### config.mk
export PLATFORM = sky130hd
export DESIGN_NAME = clock_divider_reset_control
export DESIGN_NICKNAME = d
export VERILOG_FILES = /design/src/rtl/clock_reset_pkg.sv /design/src/rtl/slow_clock_divider.sv /design/src/rtl/clock_divider_reset_control.sv
export SDC_FILE = /design/constraint.sdc
export NUM_CORES = 1
export LEC_CHECK = 0
export BUFFER_PORTS_ARGS = -buffer_cell sky130_fd_sc_hd__buf_4
export CAP_MARGIN = 20
export CORE_ASPECT_RATIO = 1.75
export CORE_MARGIN = 2
export CORE_UTILIZATION = 30
export CTS_CLUSTER_SIZE = 8
export DETAILED_ROUTE_END_ITERATION = 16
export GPL_TIMING_DRIVEN = 0
export PLACE_DENSITY = 0.6
export SYNTH_ARGS = -nofsm -noshare
export SYNTH_HDL_FRONTEND = slang
export SYNTH_SLANG_ARGS = --single-unit
### constraint.sdc
create_clock -name clock -period 3.54 [get_ports clock]
set_clock_uncertainty 0.05 [all_clocks]
set_input_delay 0.177 -clock clock [delete_from_list [all_inputs] [get_ports clock]]
set_output_delay 0.177 -clock clock [all_outputs]
set_load 0.05 [all_outputs]
### src/rtl/clock_reset_pkg.sv
// package: constants, register map and carrier types for the clock and reset control block
package clock_reset_pkg;

   // timing: the system clock stands for four times the oscillator rate
   localparam int CLOCK_PERIOD_NS = 25;
   localparam int CLOCKS_PER_OSC = 4;
   // core period is 3/2 of an oscillator period (times 3, divided by 2)
   localparam int CORE_PERIOD_CLOCKS = CLOCKS_PER_OSC * 3 / 2;
   localparam int CORE_HALF_CLOCKS = CORE_PERIOD_CLOCKS / 2;
   // usb clock: oscillator rate in 6 MHz mode, half of it in 12 MHz mode
   localparam int USB_HALF_SLOW_OSC = CLOCKS_PER_OSC / 2;
   localparam int USB_HALF_FAST_OSC = CLOCKS_PER_OSC;
   localparam int STARTUP_CORE_CYCLES = 514;
   localparam int STARTUP_CLOCKS = STARTUP_CORE_CYCLES * CORE_PERIOD_CLOCKS;
   localparam int PIN_BLANK_CLOCKS = 3;

   // reset vector location, high byte first
   localparam logic [15:0] VECTOR_HIGH_ADDR = 16'hFFFE;
   localparam logic [15:0] VECTOR_LOW_ADDR = 16'hFFFF;

   // register offsets (byte addresses)
   localparam logic [7:0] MISC_OFFSET = 8'h00;
   localparam logic [7:0] OPTION_OFFSET = 8'h04;
   localparam logic [7:0] STATUS_OFFSET = 8'h08;

   // field positions
   localparam int MISC_CLKOUT_BIT = 0;
   localparam int MISC_SLOW_LSB = 1;
   localparam int OPT_OSC_BIT = 0;
   localparam int OPT_UVD_BIT = 1;
   localparam int STAT_CORE_RESET_BIT = 0;
   localparam int STAT_LVD_BIT = 1;
   localparam int STAT_WDG_BIT = 2;
   localparam int STAT_PIN_BIT = 3;
   localparam int STAT_PIN_LEVEL_BIT = 4;

   localparam logic [31:0] DATA_ZERO = 32'h0000_0000;

   // packed order puts the last member at bit 0, matching the field positions above
   typedef struct packed {
      logic [1:0] slowDividerSelect;
      logic clockOutEnable;
   } misc_type;

   typedef struct packed {
      logic undervoltageDetectorDisable;
      logic oscFreqSelect;
   } option_type;

   localparam misc_type MISC_RESET = '{clockOutEnable: 1'b0, slowDividerSelect: 2'h0};
   localparam option_type OPTION_RESET = '{oscFreqSelect: 1'b0,
      undervoltageDetectorDisable: 1'b0};

   typedef struct packed {
      logic psel;
      logic penable;
      logic pwrite;
      logic [7:0] paddr;
      logic [31:0] pwdata;
   } apb_req_type;

   typedef enum logic [2:0] {ST_HOLD, ST_WAIT, ST_FETCH_HI, ST_FETCH_LO, ST_RUN} seq_state_type;

endpackage

### src/rtl/slow_clock_divider.sv
// slow-mode divider: divides the core clock by 1, 2, 4 or 8
`timescale 1ns/1ps
module slow_clock_divider (
   input wire logic clock,
   input wire logic sys_rst,
   input wire logic coreToggle,
   input wire logic [1:0] dividerSelect,
   output logic slowClock
);
   import clock_reset_pkg::*;

   logic [2:0] edgeCount_reg;
   logic [2:0] edgeCount_next;
   logic slowClock_next;
   logic [2:0] toggleLimit;
   logic atLimit;

   // a square wave divided by n toggles once every n input toggles
   assign toggleLimit = 3'((4'h1 << dividerSelect) - 4'h1);
   assign atLimit = (edgeCount_reg >= toggleLimit);
   assign edgeCount_next = !coreToggle ? edgeCount_reg : (atLimit ? 3'h0 : edgeCount_reg + 3'h1);
   assign slowClock_next = (coreToggle && atLimit) ? !slowClock : slowClock;

   always_ff @(posedge clock) begin
      if (sys_rst) begin
         edgeCount_reg <= 3'h0;
         slowClock <= 1'b0;
      end else begin
         edgeCount_reg <= edgeCount_next;
         slowClock <= slowClock_next;
      end
   end
endmodule // slow_clock_divider

### src/rtl/clock_divider_reset_control.sv
// clock generation and reset sequencing with an apb register slave
// Notes on behaviour
// core clock is oscillator times two over three
// 12 MHz option keeps 8 MHz core, 6 MHz usb
// core clock has equal high and low phases
// slow mode divides core clock by 1,2,4,8
// clock output enable drives core clock on B0
// three reset sources: low voltage, watchdog, pin
// after reset load pc from top two bytes
// wait 514 core cycles before starting execution
// low voltage reset drives reset pin low
// detector disable option ignores low voltage
// watchdog reset also pulls reset pin low
// external party holds pin low 1.5 cycles
// synchronised low pin level merges into reset
//
// Added by the designer: the APB interface to the registers and the register addresses.
`timescale 1ns/1ps
module clock_divider_reset_control (
   input wire logic clock,
   input wire logic sys_rst,
   input clock_reset_pkg::apb_req_type apbReq,
   output logic [31:0] prdata,
   output logic pready,
   output logic pslverr,
   input wire logic oscActive,
   input wire logic lowVoltage,
   input wire logic watchdogReset,
   input wire logic resetPinIn_n,
   output logic resetPinOut,
   output logic resetPinOe,
   output logic coreClock,
   output logic slowClock,
   output logic usbClock,
   output logic portB0Out,
   output logic portB0Oe,
   output logic coreReset,
   output logic [15:0] memAddr,
   output logic memRead,
   input wire logic [7:0] memData,
   output logic [15:0] pcValue,
   output logic pcLoad
);
   import clock_reset_pkg::*;

   localparam logic [1:0] CORE_LAST = 2'(CORE_HALF_CLOCKS - 1);
   localparam logic [2:0] USB_LAST_SLOW = 3'(USB_HALF_SLOW_OSC - 1);
   localparam logic [2:0] USB_LAST_FAST = 3'(USB_HALF_FAST_OSC - 1);
   localparam logic [11:0] WAIT_LAST = 12'(STARTUP_CLOCKS - 1);

   misc_type miscReg_reg;
   option_type optionReg_reg;
   logic [3:0] causeFlags_reg;
   seq_state_type state_reg, state_next;
   logic [11:0] waitCount_reg;
   logic [1:0] corePhase_reg;
   logic [2:0] usbPhase_reg;
   logic [7:0] vectorHigh_reg;
   logic lvdMeta_reg, lvdSync_reg, oscMeta_reg, oscSync_reg, pinMeta_reg, pinSync_reg;
   logic [PIN_BLANK_CLOCKS-1:0] driveHist_reg;
   logic watchdogHold_reg;

   // apb decode
   wire logic accessPhase = apbReq.psel && apbReq.penable;
   wire logic commit = accessPhase && pready;
   wire logic hitMisc = (apbReq.paddr == MISC_OFFSET);
   wire logic hitOption = (apbReq.paddr == OPTION_OFFSET);
   wire logic hitStatus = (apbReq.paddr == STATUS_OFFSET);
   wire logic mapped = hitMisc || hitOption || hitStatus;
   wire logic writeMisc = commit && apbReq.pwrite && hitMisc;
   wire logic writeOption = commit && apbReq.pwrite && hitOption;
   wire logic clearCause = commit && apbReq.pwrite && hitStatus;

   // reset sources, low voltage and pin qualified; the pin is blanked while we drive it and just after
   wire logic lvdActive = lvdSync_reg && !optionReg_reg.undervoltageDetectorDisable;
   wire logic pinRequest = !pinSync_reg && !resetPinOe && !(|driveHist_reg);
   wire logic watchdogActive = watchdogReset || watchdogHold_reg;
   // the watchdog hold only keeps the pin low and the watchdog cause flag set; letting it hold the sequencer too would
   // stop the start-up count that is what releases the hold
   wire logic anyReset = lvdActive || watchdogReset || pinRequest || !oscSync_reg;
   wire logic driveNext = lvdActive || watchdogActive;
   wire logic waitDone = (waitCount_reg == WAIT_LAST);

   // clock phase decode
   wire logic coreToggle = (corePhase_reg == CORE_LAST);
   wire logic [2:0] usbLast = optionReg_reg.oscFreqSelect ? USB_LAST_FAST : USB_LAST_SLOW;
   wire logic usbToggle = (usbPhase_reg >= usbLast);

   // read data mux, reserved bits read zero
   // the pin level is reported from the synchroniser, never straight from the pad
   wire logic [31:0] statusWord = DATA_ZERO | (32'(pinSync_reg) << STAT_PIN_LEVEL_BIT)
      | (32'(causeFlags_reg) << STAT_LVD_BIT) | (32'(coreReset) << STAT_CORE_RESET_BIT);
   wire logic [31:0] readWord = hitMisc ? 32'(miscReg_reg) << MISC_CLKOUT_BIT :
      hitOption ? 32'(optionReg_reg) << OPT_OSC_BIT :
      hitStatus ? statusWord : DATA_ZERO;

   // cause flags: sticky, write one to clear, a new cause wins over the clear
   wire logic [3:0] causeSet = {1'b0, pinRequest, watchdogActive, lvdActive};
   wire logic [3:0] causeClear = clearCause ? 4'(apbReq.pwdata >> STAT_LVD_BIT) : 4'h0;
   wire logic [3:0] causeNext = (causeFlags_reg & ~causeClear) | causeSet;

   // start-up sequencer: hold, count the delay, fetch vector bytes, run
   always_comb begin
      state_next = state_reg;
      unique case (state_reg)
         ST_HOLD: state_next = ST_WAIT;
         ST_WAIT: if (waitDone) begin
            state_next = ST_FETCH_HI;
         end
         ST_FETCH_HI: state_next = ST_FETCH_LO;
         ST_FETCH_LO: state_next = ST_RUN;
         ST_RUN: state_next = ST_RUN;
      endcase
      if (anyReset) begin
         state_next = ST_HOLD;
      end
   end

   // two-stage synchronisers for pins from outside the clock domain
   always_ff @(posedge clock) begin
      if (sys_rst) begin
         {lvdMeta_reg, lvdSync_reg} <= 2'h0;
         {oscMeta_reg, oscSync_reg} <= 2'h0;
         {pinMeta_reg, pinSync_reg} <= 2'h3;
      end else begin
         {lvdMeta_reg, lvdSync_reg} <= {lowVoltage, lvdMeta_reg};
         {oscMeta_reg, oscSync_reg} <= {oscActive, oscMeta_reg};
         {pinMeta_reg, pinSync_reg} <= {resetPinIn_n, pinMeta_reg};
      end
   end

   // apb slave: one wait state, answer registered
   always_ff @(posedge clock) begin
      if (sys_rst) begin
         pready <= 1'b0;
         pslverr <= 1'b0;
         prdata <= DATA_ZERO;
      end else begin
         pready <= accessPhase && !pready;
         pslverr <= accessPhase && !pready && !mapped;
         prdata <= (accessPhase && !pready && !apbReq.pwrite) ? readWord : DATA_ZERO;
      end
   end

   // software registers
   always_ff @(posedge clock) begin
      if (sys_rst) begin
         miscReg_reg <= MISC_RESET;
         optionReg_reg <= OPTION_RESET;
         causeFlags_reg <= 4'h0;
      end else begin
         if (writeMisc) begin
            miscReg_reg <= misc_type'(apbReq.pwdata[MISC_SLOW_LSB+1:MISC_CLKOUT_BIT]);
         end
         if (writeOption) begin
            optionReg_reg <= option_type'(apbReq.pwdata[OPT_UVD_BIT:OPT_OSC_BIT]);
         end
         causeFlags_reg <= causeNext;
      end
   end

   // core and usb clocks: core toggles every third clock, so both phases match
   always_ff @(posedge clock) begin
      if (sys_rst) begin
         corePhase_reg <= 2'h0;
         coreClock <= 1'b0;
         usbPhase_reg <= 3'h0;
         usbClock <= 1'b0;
      end else begin
         corePhase_reg <= coreToggle ? 2'h0 : corePhase_reg + 2'h1;
         coreClock <= coreToggle ? !coreClock : coreClock;
         usbPhase_reg <= usbToggle ? 3'h0 : usbPhase_reg + 3'h1;
         usbClock <= usbToggle ? !usbClock : usbClock;
      end
   end

   slow_clock_divider slowDivider (
      .clock(clock),
      .sys_rst(sys_rst),
      .coreToggle(coreToggle),
      .dividerSelect(miscReg_reg.slowDividerSelect),
      .slowClock(slowClock)
   );

   // clock out on port b0 and the open-drain reset pin
   always_ff @(posedge clock) begin
      if (sys_rst) begin
         portB0Out <= 1'b0;
         portB0Oe <= 1'b0;
         resetPinOut <= 1'b0;
         resetPinOe <= 1'b0;
         driveHist_reg <= '0;
         watchdogHold_reg <= 1'b0;
      end else begin
         portB0Out <= miscReg_reg.clockOutEnable && coreClock;
         portB0Oe <= miscReg_reg.clockOutEnable;
         resetPinOut <= 1'b0;
         resetPinOe <= driveNext;
         driveHist_reg <= {driveHist_reg[PIN_BLANK_CLOCKS-2:0], resetPinOe};
         // a watchdog pulse keeps the pin low until the start-up delay ends
         if (watchdogReset) begin
            watchdogHold_reg <= 1'b1;
         end else if (state_reg == ST_WAIT && waitDone) begin
            watchdogHold_reg <= 1'b0;
         end
      end
   end

   // sequencer registers and vector fetch, high byte at the lower address
   always_ff @(posedge clock) begin
      if (sys_rst) begin
         state_reg <= ST_HOLD;
         waitCount_reg <= 12'h000;
         coreReset <= 1'b1;
         memAddr <= 16'h0000;
         memRead <= 1'b0;
         vectorHigh_reg <= 8'h00;
         pcValue <= 16'h0000;
         pcLoad <= 1'b0;
      end else begin
         state_reg <= state_next;
         waitCount_reg <= (state_reg == ST_WAIT && !anyReset) ? waitCount_reg + 12'h001 : 12'h000;
         coreReset <= (state_next != ST_RUN);
         memRead <= (state_next == ST_FETCH_HI) || (state_next == ST_FETCH_LO);
         memAddr <= (state_next == ST_FETCH_LO) ? VECTOR_LOW_ADDR : VECTOR_HIGH_ADDR;
         if (state_reg == ST_FETCH_HI) begin
            vectorHigh_reg <= memData;
         end
         pcLoad <= (state_reg == ST_FETCH_LO) && !anyReset;
         if (state_reg == ST_FETCH_LO) begin
            pcValue <= {vectorHigh_reg, memData};
         end
      end
   end
endmodule // clock_divider_reset_control

Yosys cells after proc, flatten, opt, wreduce, memory -nomap -nowiden:

Cells that the tools add are included.

* bits in registers: 98
* bits of input ports: 57
* output and inout port bits: 76
* word-level logic and storage cells: 120

* add/sub/neg operators: 5
* $lt $le $gt $ge: 2
* equal/unequal tests: 11
* shift operators: 1
* multiplexer cells: 12
* bitwise gates (word level): 8
* reduce and logical (&&, ||, !) cells: 47

Operators with widths (number)
* 2-to-1 mux 3 bit: 6
* logical AND 1 bit: 17
* adder 12 x 1 -> 12 bit (second input constant): 1
* equality test 12 bit (second input constant): 1
* equality test 3 x 2 -> 1 bit (second input constant): 4
* logical NOT 1 bit: 12
* one-hot mux 3 bit (4 select lines): 1
* OR reduction 2 bit: 5
* equality test 8 x 3 -> 1 bit (second input constant): 1
* equality test 8 x 4 -> 1 bit (second input constant): 1
* logical NOT 8 bit: 1
* logical OR 1 bit: 8
* adder 3 x 1 -> 3 bit (second input constant): 2
* OR 5 x 1 -> 5 bit: 1
* OR 5 bit: 1
* OR reduction 5 bit: 1
* bitwise AND 4 bit: 1
* 2-to-1 mux 4 bit: 1
* inverter 4 bit: 1
* OR 4 x 3 -> 4 bit: 1
* equality test 3 x 1 -> 1 bit (second input constant): 1
* equality test 3 bit (second input constant): 1
* greater-or-equal comparator 3 x 2 -> 1 bit: 1
* greater-or-equal comparator 3 bit: 1
* other kinds (11): 15

Logic depth before layout (Yosys ltp):

* word-level depth: 9
* mapped depth: 6
* depth with buffers taken out: 6

Modules after synthesis:

Synthesis repeated with hierarchy kept, for this count alone.

* cells, all modules: 391
* area, all modules: 3472.1 µm²

Modules (own cells, without submodules)
* clock_divider_reset_control: instances 1, cells an instance 362, area each 3221.8 µm², seq. area each 1601.5 µm²
* slow_clock_divider: instances 1, cells an instance 29, area each 250.2 µm², seq. area each 80.1 µm²

Worst setup path before layout:

OpenSTA, ideal clock, no wires.

* path kind: reg-to-reg
* start point: reg miscReg_reg[2] (netlist name)
* end point: reg slowDivider.edgeCount_reg[2]
* library setup time: 0.074 ns
* arrival: 1.571 ns
* setup slack: 1.844 ns
* cell stages (with the launch flop): 7
* buffers on the path: 0
* period minus slack after synthesis: 1.696 ns
* cell sequence: dfxtp_1 > or2_2 > ha_1 > nand2b_1 > a31oi_1 > nand4b_1 > a31oi_1

* word-level cells in the longest chain between the ends: 4

RTL lines
* start: declaration: line clock_divider_reset_control.sv:51 `misc_type miscReg_reg;`
* start signal: assignment: line clock_divider_reset_control.sv:153 `miscReg_reg <= misc_type'(apbReq.pwdata[MISC_SLOW_LSB+1:MISC_CLKOUT_BIT]);`
* << shifter 1 x 2 -> 3 bit: line slow_clock_divider.sv:19 `assign toggleLimit = 3'((4'h1 << dividerSelect) - 4'h1);`
* subtractor 3 x 1 -> 3 bit: line slow_clock_divider.sv:19
* greater-or-equal comparator 3 bit: line slow_clock_divider.sv:20 `assign atLimit = (edgeCount_reg >= toggleLimit);`
* 2-to-1 mux 3 bit: line slow_clock_divider.sv:21 `assign edgeCount_next = !coreToggle ? edgeCount_reg : (atLimit ? 3'h0 : edgeCount_reg + 3'h1);`
* end signal: assignment: line slow_clock_divider.sv:29 `edgeCount_reg <= edgeCount_next;`
* end: declaration: line slow_clock_divider.sv:12 `logic [2:0] edgeCount_reg;`

Every way passes these cells.
A chain may end at the register's enable or synchronous reset.

Worst setup path in the final report:

Same ends and word-level chain as after synthesis.

==> summary.md <==
| Metric | Value |
|---|---|
| Crit share post-route | 54.5% |
| PostCTS Resize Cnt | 0 |
| Grt ovf | 0 |
| Core Util, Final | 41.9% |
| Top-count cell post-synth | dfxtp_1 |
| Post-synth ARST share | 0% |
| DRC Markers | 0 |
| Number of global-route vias before repair | 2806 |
| Drt total wl | 7760 µm |
| Synth Cell Area | 0.00346 mm² |
| Primary FF master, synth | dfxtp_1 |
| Clock Latency Late Sink | 340 ps |
| H-tree depth | 3 |
| Hpwl dp | 5860 µm |
| Post-synthesis area per instance | 8.98 µm² |
| RSZ-0062 raised after global routing | no |
| CP max FO | 6 |
| Bufs on Longest Clock Path | 2 |
| Nets | 568 |
| Total negative setup slack | 0 ps |
| Outcome | completed |
| Area of the multi-input gates | 0.00147 mm² |
| CP required | 3750 ps |
| VDD IR max | 0.275 mV |
| Initial antenna violation count | 0 |
| Slew headroom | 62.6% |
| Post-route minimum period | 1930 ps |
| Max-slew violations | 0 |
| HP Class | primary input to register |
| TritonCTS clock tree | built |
| WL/cell | 12.1 µm |
| Core footprint | 0.0112 mm² |
| Initial Utilization | 31.0% |
| Gr usage total | 12.8% |
| Num rows | 51 |
| Synth Register Bits | 84 |
| P_leak | 2.02 nW |
| Worst-Margin Slew | 561 ps |
| Root buffer cell | clkbuf_16 |
| Fmax | 518 MHz |
| Pwr/cell area | 509 mW/mm² |
| Max_cap viols | 0 |
| Setup violators final | 0 |
| Diodes inserted | 0 |
| Total power | 2.38 mW |
| Seq/Total Area, Yosys | 48.6% |
| CTS buffer count | 9 |
| Fin. Hold Viols | 0 |
| Die Footprint | 0.0124 mm² |
| Critical Path AT | 2140 ps |
| YS warnings | 0 |
| Register area | 0.00168 mm² |
| Die width | 85.1 µm |
| Largest net degree at the start of global routing | 16 |
| Synth cell types | 41 |
| Worst Setup End Kind | register |
| Number of flip-flops in the largest register | 16 |
| DRT antenna net count | 0 |
| IO buf count | 75 |
| Dominant cells by area after synthesis | dfxtp_1, buf_4, nand2_1 |
| Vias per Instance | 4.39 |
| Synth cell count leaders | dfxtp_1, nand2_1, buf_4 |
| Startpoint Class | register |
| Reg clk slew, reported paths | 60 ps |
| Die height | 146 µm |
| Drt first-iter violations | 90 |
| First-pass GRT wire length | 12900 µm |
| # fillers | 1112 |
| Kind of critical path | register to register |
| DRT Pass-1 Iters | 4 |
| WHS | 15.2 ps |
| Share of the synthesized area in the top cell type | 48.6% |
| Area grow syn2layout | 35.3% |
| Top-Level Pins | 133 |
| Clock sink total | 84 |
| DR vias | 2811 |
| Hold depth | 2 |
| Post-synth EDFFs | 0 |
| Layout cells sized above 1 | 28.3% |
| Post-Synthesis Cells | 385 |
| Routability congestion estimate | 0.795 |
| R2R depth | 6 |
| Post-synth top area cell | dfxtp_1 |
==> worst paths after layout <==
check / startpoint / to / slack [ps]
setup / recovery: miscReg_reg[2] / slowDivider.edgeCount_reg[2] / 1610
hold / removal: apbReq[1] / causeFlags_reg[0] / 20
setup reg to reg: miscReg_reg[2] / slowDivider.edgeCount_reg[2] / 1610
hold reg to reg: pinMeta_reg / pinSync_reg / 360
==> placed cells by master (no fill, tap or decap), types with 3 or more instances in the layout <==
cell type / synthesis / final
buf_4: 42 / 117
dfxtp_1: 84 / 84
nand2_1: 62 / 62
nor2_1: 35 / 35
a21oi_1: 35 / 35
conb_1: 1 / 28
clkbuf_1: 13 / 14
inv_1: 10 / 10
nor2b_1: 10 / 10
clkbuf_16: 0 / 9
mux2i_1: 8 / 8
ha_1: 8 / 8
xnor2_1: 7 / 7
nor3_1: 6 / 6
nand3_1: 6 / 6
nand4_1: 6 / 6
xor2_1: 5 / 5
dlygate4sd3_1: 0 / 5
nor3b_1: 4 / 4
or2_2: 3 / 3
and3_1: 3 / 3
and2_1: 3 / 3
a31oi_1: 3 / 3
a311oi_1: 3 / 3
nor4_1: 3 / 3
bufinv_16: 0 / 3
==> metal layers <==
| layer | up-vias | global-route usage, % | part of all wire, % |
|---|---|---|---|
| li1 | 1443 | - | - |
| met1 | 1263 | 13.7 | 40 |
| met5 | - | 0 | 0 |
| met4 | 0 | 5.32 | 2.0 |
| met3 | 12 | 3.69 | 7.1 |
| met2 | 93 | 22.8 | 51 |
==> cell families after synthesis <==
kind of cell,synth area share [%]
compound gates,7.20
xor+xnor,3.04
fa+ha+maj,2.90
buf+inv,11.9
flops,48.6
mux,2.32
other cells,0.108
simple gates,23.9
==> where the power goes <==
part / internal, mW / switching [mW]
logic: 0.115 / 0.207
clock network: 0.690 / 0.374
registers: 0.974 / 0.0194
==> worst max-delay path, cell delays in order (launching register included) <==
cell and delay [ps]:
dfxtp_1 350, or2_2 310, ha_1 270, nand2b_1 150, a31oi_1 390, nand3b_1 160, a31oi_1 180
==> stage by stage <==
stage,setup slack [ps],cell area (µm²),instances
finish,1610,4680,640
global route,1450,4680,640
CTS,1590,4680,640
detailed placement,1610,4290,619
global placement,1700,4290,619
floorplan,1840,3560,412
==> final cells by class <==
cell class              instances  area share, %
clock buffers                  10           4.89
multi-input cells             261           31.3
repair buffers                 80           13.1
clock inverters                 6           2.41
well taps                     132           3.53
plain buffers                  57           8.00
flip-flops and latches         84           35.9
inverters                      10          0.802
==> what timing repair did <==
item	in CTS	in global routing
hold buffers	5	0
buffers inserted	0	0
endpoints found under the hold margin	5	0
No activity file was read; power rests on OpenSTA's default activity.
